**src/osc_consts.svh**
```systemverilog
/*
 * Constants of the oscillator select and status block: register offsets,
 * unlock keys, field positions, reset values and multiplier factors.
 * Assumes it is included by bare name; the include guard makes a repeat inclusion per compile unit harmless.
 */
`ifndef OSC_CONSTS_SVH
`define OSC_CONSTS_SVH

// ==========================================================================
// register map (byte addresses)
`define OSC_ADDR_W 8
`define OSC_OFF_CTRL 8'h00
`define OSC_OFF_UNLOCK 8'h04

// ==========================================================================
// unlock keys, written in this order to the unlock register
`define OSC_KEY_FIRST 32'hAA996655
`define OSC_KEY_SECOND 32'h556699AA
`define OSC_UNLOCK_BIT 0

// ==========================================================================
// control register fields
`define OSC_MULT_HI 18
`define OSC_MULT_LO 16
`define OSC_CUR_HI 14
`define OSC_CUR_LO 12
`define OSC_REQ_HI 10
`define OSC_REQ_LO 8
`define OSC_LOCK_BIT 7
`define OSC_USB_PLL_LOCKED_BIT 6
`define OSC_SYS_PLL_LOCKED_BIT 5
`define OSC_SLEEP_BIT 4
`define OSC_FAIL_BIT 3
`define OSC_SM_DISABLE_BIT 1

// ==========================================================================
// reset values
`define OSC_MULT_RST 3'h0
`define OSC_SRC_RST 3'h0
`define OSC_SM_RST 2'h0
`define OSC_ST_RST 4'h0
`define OSC_WORD_ZERO 32'h00000000

// ==========================================================================
// multiplier factors per select code
`define OSC_FACTOR_0 5'h0F
`define OSC_FACTOR_1 5'h10
`define OSC_FACTOR_2 5'h11
`define OSC_FACTOR_3 5'h12
`define OSC_FACTOR_4 5'h13
`define OSC_FACTOR_5 5'h14
`define OSC_FACTOR_6 5'h15
`define OSC_FACTOR_7 5'h18

`endif

```
**src/osc_pkg.sv**
```systemverilog
/*
 * Types of the oscillator select and status block.
 * Assumes osc_consts.svh supplies the numeric constants.
 */
package osc_pkg;

    // clock source codes, shared by current and requested fields
    typedef enum logic [2:0] {
        SRC_FAST_RC = 3'h0,
        SRC_FAST_RC_WITH_PLL = 3'h1,
        SRC_PRIMARY = 3'h2,
        SRC_PRIMARY_PLL = 3'h3,
        SRC_SECONDARY = 3'h4,
        SRC_LOW_POWER_RC = 3'h5,
        SRC_FAST_RC_DIV16 = 3'h6,
        SRC_FAST_RC_DIVIDER = 3'h7
    } osc_src_t;

    // sequencer states, gray along init0 -> init1 -> idle -> switch
    typedef enum logic [1:0] {
        ST_INIT0 = 2'h0,
        ST_INIT1 = 2'h1,
        ST_IDLE = 2'h3,
        ST_SWITCH = 2'h2
    } osc_state_t;

endpackage

```
**src/osc_sel_top.sv**
```systemverilog
/*
 * Oscillator select and status: control register with unlock, PLL
 * multiplier select, clock switch sequencing, lock and fail status.
 * Assumes a clock mux outside that answers o_switch_req with a level
 * i_switch_ack, and PLL, monitor and config inputs from other domains.
 */
// The register addresses and the address-and-strobe port are this design's own decisions.
`timescale 1ns/10ps
`include "osc_consts.svh"

module osc_sel_top (
    input wire logic i_mclk,
    input wire logic i_rst_n,
    input wire logic [`OSC_ADDR_W-1:0] i_addr,
    input wire logic [31:0] i_wdata,
    input wire logic i_wr,
    input wire logic i_rd,
    output logic [31:0] o_rdata,
    input wire logic [2:0] i_default_source_config,
    input wire logic [1:0] i_switch_monitor_config,
    input wire logic i_usb_pll_locked,
    input wire logic i_sys_pll_locked,
    input wire logic i_clock_fail,
    input wire logic i_switch_ack,
    input wire logic i_wait_exec,
    output osc_pkg::osc_src_t o_current_clock_source,
    output osc_pkg::osc_src_t o_target_source,
    output logic o_switch_req,
    output logic [4:0] o_pll_factor,
    output logic o_enter_sleep,
    output logic o_enter_idle
);
    import osc_pkg::*;

    // ======================================================================
    // input synchronisers
    logic [2:0] cfg_src_m_r;
    logic [2:0] cfg_src_r;
    logic [1:0] cfg_sm_m_r;
    logic [1:0] cfg_sm_r;
    logic [3:0] st_m_r;
    logic [3:0] st_r;

    // two stages for every strap and status input
    always_ff @(posedge i_mclk or negedge i_rst_n) begin
        if (!i_rst_n) begin
            cfg_src_m_r <= `OSC_SRC_RST;
            cfg_src_r <= `OSC_SRC_RST;
            cfg_sm_m_r <= `OSC_SM_RST;
            cfg_sm_r <= `OSC_SM_RST;
            st_m_r <= `OSC_ST_RST;
            st_r <= `OSC_ST_RST;
        end else begin
            cfg_src_m_r <= i_default_source_config;
            cfg_src_r <= cfg_src_m_r;
            cfg_sm_m_r <= i_switch_monitor_config;
            cfg_sm_r <= cfg_sm_m_r;
            st_m_r <= {i_usb_pll_locked, i_sys_pll_locked, i_clock_fail,
                       i_switch_ack};
            st_r <= st_m_r;
        end
    end

    // st_r order: usb lock, sys lock, clock fail, switch ack
    logic usb_lock_s;
    logic sys_lock_s;
    logic fail_s;
    logic ack_s;
    assign usb_lock_s = st_r[3];
    assign sys_lock_s = st_r[2];
    assign fail_s = st_r[1];
    assign ack_s = st_r[0];

    // ======================================================================
    // bus decode and unlock sequence
    logic wr_ctrl;
    logic wr_unlock;
    logic key1_seen_r;
    logic key1_seen_nxt;
    logic unlocked_r;
    logic unlocked_nxt;
    logic [31:0] rdata_r;
    logic [31:0] rdata_nxt;
    logic [31:0] ctrl_view;

    assign wr_ctrl = i_wr && (i_addr == `OSC_OFF_CTRL);
    assign wr_unlock = i_wr && (i_addr == `OSC_OFF_UNLOCK);

    always_comb begin
        key1_seen_nxt = key1_seen_r;
        unlocked_nxt = unlocked_r;
        if (wr_unlock) begin
            key1_seen_nxt = (i_wdata == `OSC_KEY_FIRST);
            unlocked_nxt = key1_seen_r && (i_wdata == `OSC_KEY_SECOND);
        end else if (wr_ctrl) begin
            // any control write, taken or not, relocks
            key1_seen_nxt = 1'b0;
            unlocked_nxt = 1'b0;
        end
        // read data stands one cycle after the strobe, else zero
        rdata_nxt = `OSC_WORD_ZERO;
        if (i_rd) begin
            unique case (i_addr)
                `OSC_OFF_CTRL: rdata_nxt = ctrl_view;
                `OSC_OFF_UNLOCK: rdata_nxt[`OSC_UNLOCK_BIT] = unlocked_r;
                default: rdata_nxt = `OSC_WORD_ZERO;
            endcase
        end
    end

    always_ff @(posedge i_mclk or negedge i_rst_n) begin
        if (!i_rst_n) begin
            key1_seen_r <= 1'b0;
            unlocked_r <= 1'b0;
            rdata_r <= `OSC_WORD_ZERO;
        end else begin
            key1_seen_r <= key1_seen_nxt;
            unlocked_r <= unlocked_nxt;
            rdata_r <= rdata_nxt;
        end
    end

    assign o_rdata = rdata_r;

    // ======================================================================
    // control fields and switch sequencer
    osc_state_t state_r;
    osc_state_t state_nxt;
    logic [2:0] mult_r;
    logic [2:0] mult_nxt;
    osc_src_t cur_r;
    osc_src_t cur_nxt;
    osc_src_t req_r;
    osc_src_t req_nxt;
    osc_src_t tgt_r;
    osc_src_t tgt_nxt;
    logic lock_r;
    logic lock_nxt;
    logic sleep_r;
    logic sleep_nxt;
    logic fail_r;
    logic fail_nxt;
    logic sw_req_r;
    logic sw_req_nxt;
    logic warm_r;
    logic warm_nxt;
    logic [4:0] factor_r;
    logic [4:0] factor_nxt;
    logic ent_sleep_r;
    logic ent_sleep_nxt;
    logic ent_idle_r;
    logic ent_idle_nxt;
    logic frozen;
    logic ctrl_take;

    // frozen only when lock is set and switching/monitoring is disabled
    assign frozen = cfg_sm_r[`OSC_SM_DISABLE_BIT] && lock_r;
    assign ctrl_take = wr_ctrl && unlocked_r;

    // bits 15, 11 and 2:0 stay zero
    always_comb begin
        ctrl_view = `OSC_WORD_ZERO;
        ctrl_view[`OSC_MULT_HI:`OSC_MULT_LO] = mult_r;
        ctrl_view[`OSC_CUR_HI:`OSC_CUR_LO] = cur_r;
        ctrl_view[`OSC_REQ_HI:`OSC_REQ_LO] = req_r;
        ctrl_view[`OSC_LOCK_BIT] = lock_r;
        ctrl_view[`OSC_USB_PLL_LOCKED_BIT] = usb_lock_s;
        ctrl_view[`OSC_SYS_PLL_LOCKED_BIT] = sys_lock_s;
        ctrl_view[`OSC_SLEEP_BIT] = sleep_r;
        ctrl_view[`OSC_FAIL_BIT] = fail_r;
    end

    always_comb begin
        state_nxt = state_r;
        mult_nxt = mult_r;
        cur_nxt = cur_r;
        req_nxt = req_r;
        tgt_nxt = tgt_r;
        lock_nxt = lock_r;
        sleep_nxt = sleep_r;
        fail_nxt = fail_r;
        sw_req_nxt = sw_req_r;
        warm_nxt = 1'b1;
        if (ctrl_take) begin
            // sleep select and fail clear stay writable while frozen
            sleep_nxt = i_wdata[`OSC_SLEEP_BIT];
            if (!i_wdata[`OSC_FAIL_BIT]) begin
                fail_nxt = 1'b0;
            end
            if (!frozen) begin
                mult_nxt = i_wdata[`OSC_MULT_HI:`OSC_MULT_LO];
                req_nxt = osc_src_t'(i_wdata[`OSC_REQ_HI:`OSC_REQ_LO]);
                lock_nxt = i_wdata[`OSC_LOCK_BIT];
            end
        end
        // a failure in the clearing cycle still sets the flag
        if (fail_s) begin
            fail_nxt = 1'b1;
        end
        unique case (state_r)
            ST_INIT0: begin
                // one more edge so the straps cross both stages
                if (warm_r) begin
                    state_nxt = ST_INIT1;
                end
            end
            ST_INIT1: begin
                // synchronised straps are valid here
                req_nxt = osc_src_t'(cfg_src_r);
                cur_nxt = osc_src_t'(cfg_src_r);
                state_nxt = ST_IDLE;
            end
            ST_IDLE: begin
                // a held ack from the last switch must drop first
                if (req_r != cur_r && !ack_s) begin
                    tgt_nxt = req_r;
                    sw_req_nxt = 1'b1;
                    state_nxt = ST_SWITCH;
                end
            end
            ST_SWITCH: begin
                // current source moves only on the synchronised ack
                if (ack_s) begin
                    cur_nxt = tgt_r;
                    sw_req_nxt = 1'b0;
                    state_nxt = ST_IDLE;
                end
            end
        endcase
    end

    // ======================================================================
    // multiplier decode and wait handling
    always_comb begin
        unique case (mult_r)
            3'h0: factor_nxt = `OSC_FACTOR_0;
            3'h1: factor_nxt = `OSC_FACTOR_1;
            3'h2: factor_nxt = `OSC_FACTOR_2;
            3'h3: factor_nxt = `OSC_FACTOR_3;
            3'h4: factor_nxt = `OSC_FACTOR_4;
            3'h5: factor_nxt = `OSC_FACTOR_5;
            3'h6: factor_nxt = `OSC_FACTOR_6;
            3'h7: factor_nxt = `OSC_FACTOR_7;
        endcase
        // one-cycle pulses, a clock after the wait strobe
        ent_sleep_nxt = i_wait_exec && sleep_r;
        ent_idle_nxt = i_wait_exec && !sleep_r;
    end

    always_ff @(posedge i_mclk or negedge i_rst_n) begin
        if (!i_rst_n) begin
            state_r <= ST_INIT0;
            mult_r <= `OSC_MULT_RST;
            cur_r <= SRC_FAST_RC;
            req_r <= SRC_FAST_RC;
            tgt_r <= SRC_FAST_RC;
            lock_r <= 1'b0;
            sleep_r <= 1'b0;
            fail_r <= 1'b0;
            sw_req_r <= 1'b0;
            warm_r <= 1'b0;
            factor_r <= `OSC_FACTOR_0;
            ent_sleep_r <= 1'b0;
            ent_idle_r <= 1'b0;
        end else begin
            state_r <= state_nxt;
            mult_r <= mult_nxt;
            cur_r <= cur_nxt;
            req_r <= req_nxt;
            tgt_r <= tgt_nxt;
            lock_r <= lock_nxt;
            sleep_r <= sleep_nxt;
            fail_r <= fail_nxt;
            sw_req_r <= sw_req_nxt;
            warm_r <= warm_nxt;
            factor_r <= factor_nxt;
            ent_sleep_r <= ent_sleep_nxt;
            ent_idle_r <= ent_idle_nxt;
        end
    end

    // ======================================================================
    // outputs, each straight from a flip-flop
    assign o_current_clock_source = cur_r;
    assign o_target_source = tgt_r;
    assign o_switch_req = sw_req_r;
    assign o_pll_factor = factor_r;
    assign o_enter_sleep = ent_sleep_r;
    assign o_enter_idle = ent_idle_r;

endmodule

```
**config.mk**
```make
export PLATFORM = sky130hd
export DESIGN_NAME = osc_sel_top
export DESIGN_NICKNAME = d
export VERILOG_FILES = /design/src/osc_pkg.sv /design/src/osc_sel_top.sv
export VERILOG_INCLUDE_DIRS = /design/src /design/src/src
export SDC_FILE = /design/constraint.sdc
export NUM_CORES = 1
export LEC_CHECK = 0
export ABC_AREA = 1
export BUFFER_PORTS_ARGS = -buffer_cell sky130_fd_sc_hd__clkbuf_2
export CAP_MARGIN = 20
export CORE_MARGIN = 2
export CORE_UTILIZATION = 52
export DETAILED_ROUTE_END_ITERATION = 10
export GPL_TIMING_DRIVEN = 0
export HOLD_SLACK_MARGIN = 0.1
export PLACE_DENSITY_LB_ADDON = 0.05
export SETUP_SLACK_MARGIN = 0.02
export SYNTH_ARGS = -nofsm -noshare
export SYNTH_HDL_FRONTEND = slang
export SYNTH_SLANG_ARGS = --single-unit
```
**constraint.sdc**
```tcl
create_clock -name i_mclk -period 3.3 [get_ports i_mclk]
set_clock_uncertainty 0.2 [all_clocks]
set_input_delay 0 -clock i_mclk [delete_from_list [all_inputs] [get_ports i_mclk]]
set_output_delay 0 -clock i_mclk [all_outputs]
set_load 0.01 [all_outputs]
```
==> metrics.txt, run 1 <==
H-Tree Depth 3; clock sink count roughly 60; clock share of power 0.415; number of placed I/O pins 100; Final period util 0.971; Switching Power around 0.5 mW; net count reported at finish about 500; CP Data Required Time 3380 ps; Synthesis Warnings 0; clock transition at the registers of the reported paths roughly 70 ps; share of cells above drive strength 1 0.291; core area roughly 4700 um2; min Tclk post-route between 3000 and 4000 ps; clk_lat worst skew roughly 330 ps; final core occ 0.834; VDD IR-drop max approximately 0.26 mV; # port buffers 81; Vias/cell roughly 4.4; leading area contributor after synthesis dfrtp_1; final hold violations 0; worst min-delay path class primary input to flop; total congestion overflow 0; Comb pwr share 0.169; setup violators final 0; Power Dens Cells ~500 nW/um2; outcome finished clean; synthesized area per cell around 9.0 um2; DR WL/cell roughly 11 um; Detail Route Antenna Nets 0; CP Launch Type primary input; CTS tree built; worst-path fanout max 2; Placer Congestion 0.783; Least-Margin Pin Slew between 800 and 900 ps; initial antenna violation count 0; detailed-route via count about 2300; Reg power frac 0.416; highest clock rate about 310 MHz; Total Wirelength a little under 6000 um; largest net degree at the start of global routing 35; # rows 25; Post-Route Setup TNS 0 ps; Starting Density 0.540; Total GRT Usage 0.234; initial DRC count 72; Worst Path Arrival about 3300 ps; worst-case clock buffer depth 2; Synth cell types 24; sequential-to-total area share from yosys stat 0.581; reg-to-reg startpoint key1_seen_r; top cells by area, synth dfrtp_1 (54%), nand2_1 (9.6%), nor2_1 (6.3%); vias in the first global route roughly 2200; max cap viols 0; DP HPWL roughly 3600 um; type of element capturing the critical path flop; Setup CP Type primary input to flop; clock root buffer master clkbuf_8; cells after synthesis 283; number of remaining DRC errors 0; Layout area overhead 54.6%; top-area cell type share of the netlist area 0.540; leakage power 2.13 nW; Setup Buffers After CTS 0; sw frac 0.252; RSZ-0062 raised after global routing false; Hold Crit Start i_sys_pll_locked; Synth Register Bits 59; die span in x about 74 um; Detailed Routing Iterations Pass 1 4; CTS Buf Count 9; P_int approximately 1.5 mW; Die Height roughly 74 um; area of the die 5480 um2; fillers ~290; synthesized cell area 2550 um2; # diodes 0; global-route wire length before repair between 9000 and 10000 um; Slew headroom 0.409; Crit. Startpoint i_wdata[22]; Slew Limit Fails 0
==> per-stage QoR <==
step	std cells	setup slack, ps	instance area, um2	total power [mW]	hold slack, ps
CTS	521	119	3950	2.02	103
detailed placement	448	1910	3120	1.15	-158
global route	520	52.5	3940	2.10	134
floorplan	299	2030	2610	1.02	-496
global placement	447	1860	3100	1.14	-92.5
finish	520	96.3	3940	2.01	135
==> Yosys cell counts <==
cell type  instances
a31oi_1            4
buf_2              1
buf_4             17
buf_6              1
conb_1             2
dfrtp_1           55
dfstp_2            4
ha_1               3
inv_1             41
nand2_1           65
nand2_2            2
nand3_1           15
nand4_1            8
nand4_2            1
nor2_1            43
nor2_2             1
nor2_4             1
nor3_1             6
o21ai_0            3
o21ai_2            4
o21bai_1           1
o22ai_1            1
or2_2              1
xnor2_1            3
==> path summary, 6_finish.rpt <==
path                              endpoint  slack [ps]  cells after the start
setup / recovery               key1_seen_r         100                     11
hold / removal                   st_m_r[2]         140                      2
setup reg to reg                unlocked_r        1110                      8
hold reg to reg                cfg_sm_r[1]         150                      0
max in group asynchronous      o_rdata[18]        1020                      4
min in group asynchronous  o_pll_factor[0]         580                      3
==> critical path, cell delays in order <==
cell and delay, ps:
dlygate4sd3_1 540, clkbuf_2 110, nor3_1 150, dlygate4sd3_1 560, nand2_1 40, dlygate4sd3_1 560
nor2_1 100, dlygate4sd3_1 550, nand3_1 60, dlygate4sd3_1 550, nand2_1 60
==> power groups by stage <==
stage	sequential [mW]	combinational, mW	clock, mW
3_3_place_gp	0.848	0.292	0
6_report	0.835	0.340	0.834
4_1_cts	0.835	0.337	0.846
5_1_grt	0.843	0.382	0.878
3_5_place_dp	0.848	0.303	0
2_1_floorplan	0.859	0.166	0
==> layer usage <==
layer | GRT usage | share of wire
met3 | 0.0732 | 0.062
met1 | 0.264 | 0.41
met2 | 0.392 | 0.49
met5 | 0 | 0
met4 | 0.137 | 0.034
==> layout by cell type (no fill, tap or decap), drive strengths merged <==
| cell type | instances |
|---|---|
| inv | 41 |
| dlygate4sd3 | 56 |
| buf | 20 |
| o21bai | 1 |
| nand2 | 67 |
| clkbuf | 93 |
| o21ai | 7 |
| bufinv | 3 |
| nand3 | 15 |
| or2 | 1 |
| nand4 | 9 |
| clkinv | 1 |
| nor2 | 45 |
| dfrtp | 55 |
| nor3 | 6 |
| o22ai | 1 |
| ha | 3 |
| dfstp | 4 |
| conb | 18 |
| a31oi | 4 |
| xnor2 | 3 |
==> timing repair <==
| action | in CTS | in global routing |
|---|---|---|
| setup endpoints to repair | 0 | 1 |
| hold buffers | 57 | 0 |
| endpoints found under the hold margin | 95 | 0 |
| gates resized for setup | 0 | 1 |
==> cell families (layout without fill, tap and decap cells) <==
kind of cell | count (synthesis) | in the layout | synth area share
AO/OA/AOI/OAI | 13 | 13 | 0.0349
XOR/XNOR | 3 | 3 | 0.0103
adder cells (fa/ha/maj) | 3 | 3 | 0.0147
buffers and inverters | 60 | 214 | 0.117
flip-flops | 59 | 59 | 0.581
other | 2 | 18 | 0.00295
AND/OR/NAND/NOR | 143 | 143 | 0.239
==> registers in the layout (all words and copies together) (netlist names), 2 cells and up <==
register / flops
cfg_src_m_r: 3
st_r: 4
st_m_r: 4
o_target_source: 3
o_pll_factor: 5
o_current_clock_source: 3
cfg_src_r: 3
mult_r: 3
o_rdata: 15
req_r: 3
state_r: 2
==> cell type report <==
class | instances | area (um2) | area share
clock buffers | 12 | 165 | 0.0419
plain buffers | 19 | 144 | 0.0365
repair buffers | 138 | 986 | 0.250
well taps | 67 | 83.8 | 0.0213
flip-flops and latches | 59 | 1480 | 0.376
multi-input cells | 180 | 832 | 0.211
inverters | 41 | 154 | 0.0390
clock inverters | 4 | 95.1 | 0.0241
Power figures use the tool's default switching activity.
==> inputs of run 2 (changes only) <==
--- a/config.mk
+++ b/config.mk
@@ -6,11 +6,10 @@
 export SDC_FILE = /design/constraint.sdc
 export NUM_CORES = 1
 export LEC_CHECK = 0
-export ABC_AREA = 1
 export BUFFER_PORTS_ARGS = -buffer_cell sky130_fd_sc_hd__clkbuf_2
 export CAP_MARGIN = 20
 export CORE_MARGIN = 2
-export CORE_UTILIZATION = 52
+export CORE_UTILIZATION = 51
 export DETAILED_ROUTE_END_ITERATION = 10
 export GPL_TIMING_DRIVEN = 0
 export HOLD_SLACK_MARGIN = 0.1
==> metrics.txt, run 2 <==
outcome finished clean; CP Launch Type primary input; CTS resizes 0 (unchanged); min Tclk post-route 2340 ps (-863 ps); EDFF count, synth 0 (unchanged); DR WL/cell 13.2 um (+17%); Synth Register Bits 59 (unchanged); Placer Congestion 0.814 (+4.0%); synthesized cell area 2440 um2 (-4.1%); number of remaining DRC errors 0 (unchanged); initial DRC count 85 (+18%); area of the die 5360 um2 (-2.1%); sequential-to-total area share from yosys stat 0.606 (+0.0250); Synthesis Warnings 0 (unchanged); # rows 25 (unchanged); # diodes 0 (unchanged); detailed-route via count 1892 (-18%); Worst Path Arrival 2410 ps (-870 ps); Starting Density 0.524 (-0.0153); CP Data Required Time 3370 ps (about the same); Slew Limit Fails 0 (unchanged); Least-Margin Pin Slew 763 ps (-120 ps); Final period util 0.709 (-0.262); synthesized area per cell 12.5 um2 (+39%); RSZ-0062 raised after global routing false; vias in the first global route 1999 (-8.6%); reg-to-reg startpoint unlocked_r; number of placed I/O pins 100 (unchanged); Detailed Routing Iterations Pass 1 4 (unchanged); top cells by area, synth dfrtp_1 (56%), buf_4 (5.2%), mux2_2 (4.6%); fillers 340 (+18%); VDD IR-drop max 0.299 mV (+16%); leakage power 1.82 nW (-15%); Layout area overhead 45.6%; most frequent cells after synthesis dfrtp_1 (55), buf_4 (17), and2_1 (13); total power 1.91 mW (-5.1%); Slew headroom 0.491 (+0.0820); net count reported at finish 394 (-22%); core area 4660 um2 (-1.3%); worst reg2reg path depth 4 (-4); Die Height 73.2 um (-1.1%); Total GRT Usage 0.223 (-0.0117); R2R Path End sleep_r; Total Wirelength 5210 um (-11%); Largest register FFs 15 (unchanged); total congestion overflow 0 (unchanged); DP HPWL 3580 um (-0.66%); Vias/cell 4.79 (+7.9%); clk_lat worst skew 330 ps (about the same); type of element capturing the critical path flop; highest clock rate 427 MHz (+37%); Setup Buffers After CTS 0 (unchanged); most numerous cell in the Yosys netlist dfrtp_1; Detail Route Antenna Nets 0 (unchanged); r2r setup slk 1350 ps (+240 ps); final hold violations 0 (unchanged); CTS Buf Count 9 (unchanged); CTS Hold Bufs 34 (-40%); global-route wire length before repair 8810 um (-6.5%); die span in x 73.2 um (-1.1%); top_reg_cell synth dfrtp_1; leading area contributor after synthesis dfrtp_1; worst-case clock buffer depth 2 (unchanged); # port buffers 81 (unchanged); top-area cell type share of the netlist area 0.563 (+0.0232); share of cells above drive strength 1 0.384 (+0.0928); final core occ 0.763 (-0.0712); CTS tree built; initial antenna violation count 0 (unchanged); worst min-delay path class primary input to asynchronous set/reset pin; most frequent cells in the layout clkbuf_2 (80), dfrtp_1 (55), dlygate4sd3_1 (34); Setup CP Type primary input to flop; max cap viols 0 (unchanged); largest net degree at the start of global routing 60 (+71%); H-Tree Depth 3 (unchanged); clock transition at the registers of the reported paths 70 ps (about the same); most common library cell in the layout ignoring fill and taps clkbuf_2; cells after synthesis 195 (-31%); clock root buffer master clkbuf_8; fraction of registers with async set/reset 1.00 (unchanged); setup violators final 0 (unchanged); Synth cell types 35 (+46%); worst-path fanout max 3 (+1); clock sink count 59 (unchanged); Post-Route Setup TNS 0 ps (unchanged); Power Dens Cells 536 nW/um2 (+5.1%)
==> run 2: changes by cell type in the layout (fill, tap and decap cells not counted), moves of 10 or more <==
cell	before	now
nand3_1	15	4
nor2_1	42	6
mux2_2	0	10
inv_1	41	6
and2_1	0	13
nand2_1	65	12
dlygate4sd3_1	56	34
==> run 2: kinds of logic after synthesis <==
logic type / count (synthesis) / synth area share
simple gates: 71 / 0.194
flops: 59 / 0.606
buf+inv: 26 / 0.0661
mux: 17 / 0.0748
compound gates: 14 / 0.0302
fa+ha+maj: 3 / 0.0154
xor+xnor: 3 / 0.0108
other cells: 2 / 0.00307
==> run 2: final cells by class <==
type                       instances  area, um2  share of cell area
timing repair buffer             115        748               0.210
tap                               54       67.6              0.0190
clock buffer                       9        124              0.0348
buffer                            20        139              0.0390
sequential                        59       1480               0.416
clock inverter                     6        114              0.0320
inverter                           6       22.5             0.00633
multi-input combinational        126        861               0.242
==> run 2: stage by stage <==
step	worst slack, ps	area [um2]	hold slack [ps]	std cells
6_report	959	3560	114	395
5_1_grt	844	3560	121	395
4_1_cts	941	3560	105	395
3_5_place_dp	1560	2980	-90.4	346
3_3_place_gp	1560	2980	-91.3	346
2_1_floorplan	1790	2500	-496	211
==> run 2: worst max-delay path by stage <==
stage / startpoint / endpoint / slack (ps) / cells after the start
2_1_floorplan: o_current_clock_source[0] / o_target_source[0] / 1790 / 4
4_1_cts: i_wr / unlocked_r / 940 / 7
3_3_place_gp: i_addr[7] / o_rdata[6] / 1560 / 6
3_5_place_dp: i_addr[7] / o_rdata[5] / 1560 / 6
6_report: i_wr / unlocked_r / 960 / 7
5_1_grt: i_wr / unlocked_r / 840 / 7
==> run 2: critical path, cell delays in order <==
cell and delay (ps):
dlygate4sd3_1 530, clkbuf_2 110, nand3_2 70, or4_1 470, dlygate4sd3_1 560, o21ai_1 110, dlygate4sd3_1 560
==> run 2: per-layer routing <==
metal,GRT usage,vias to the layer above,wire (um)
met1,0.259,898,2140
met3,0.0580,10,256
li1,-,925,-
met2,0.372,59,2700
met4,0.123,0,110
met5,0,-,0
==> run 2: power by group <==
group          leakage [nW]  internal [mW]  switching [mW]  total (mW)
registers             0.729          0.784          0.0538       0.838
logic                 0.977          0.156           0.132       0.288
clock network         0.112          0.500           0.282       0.781
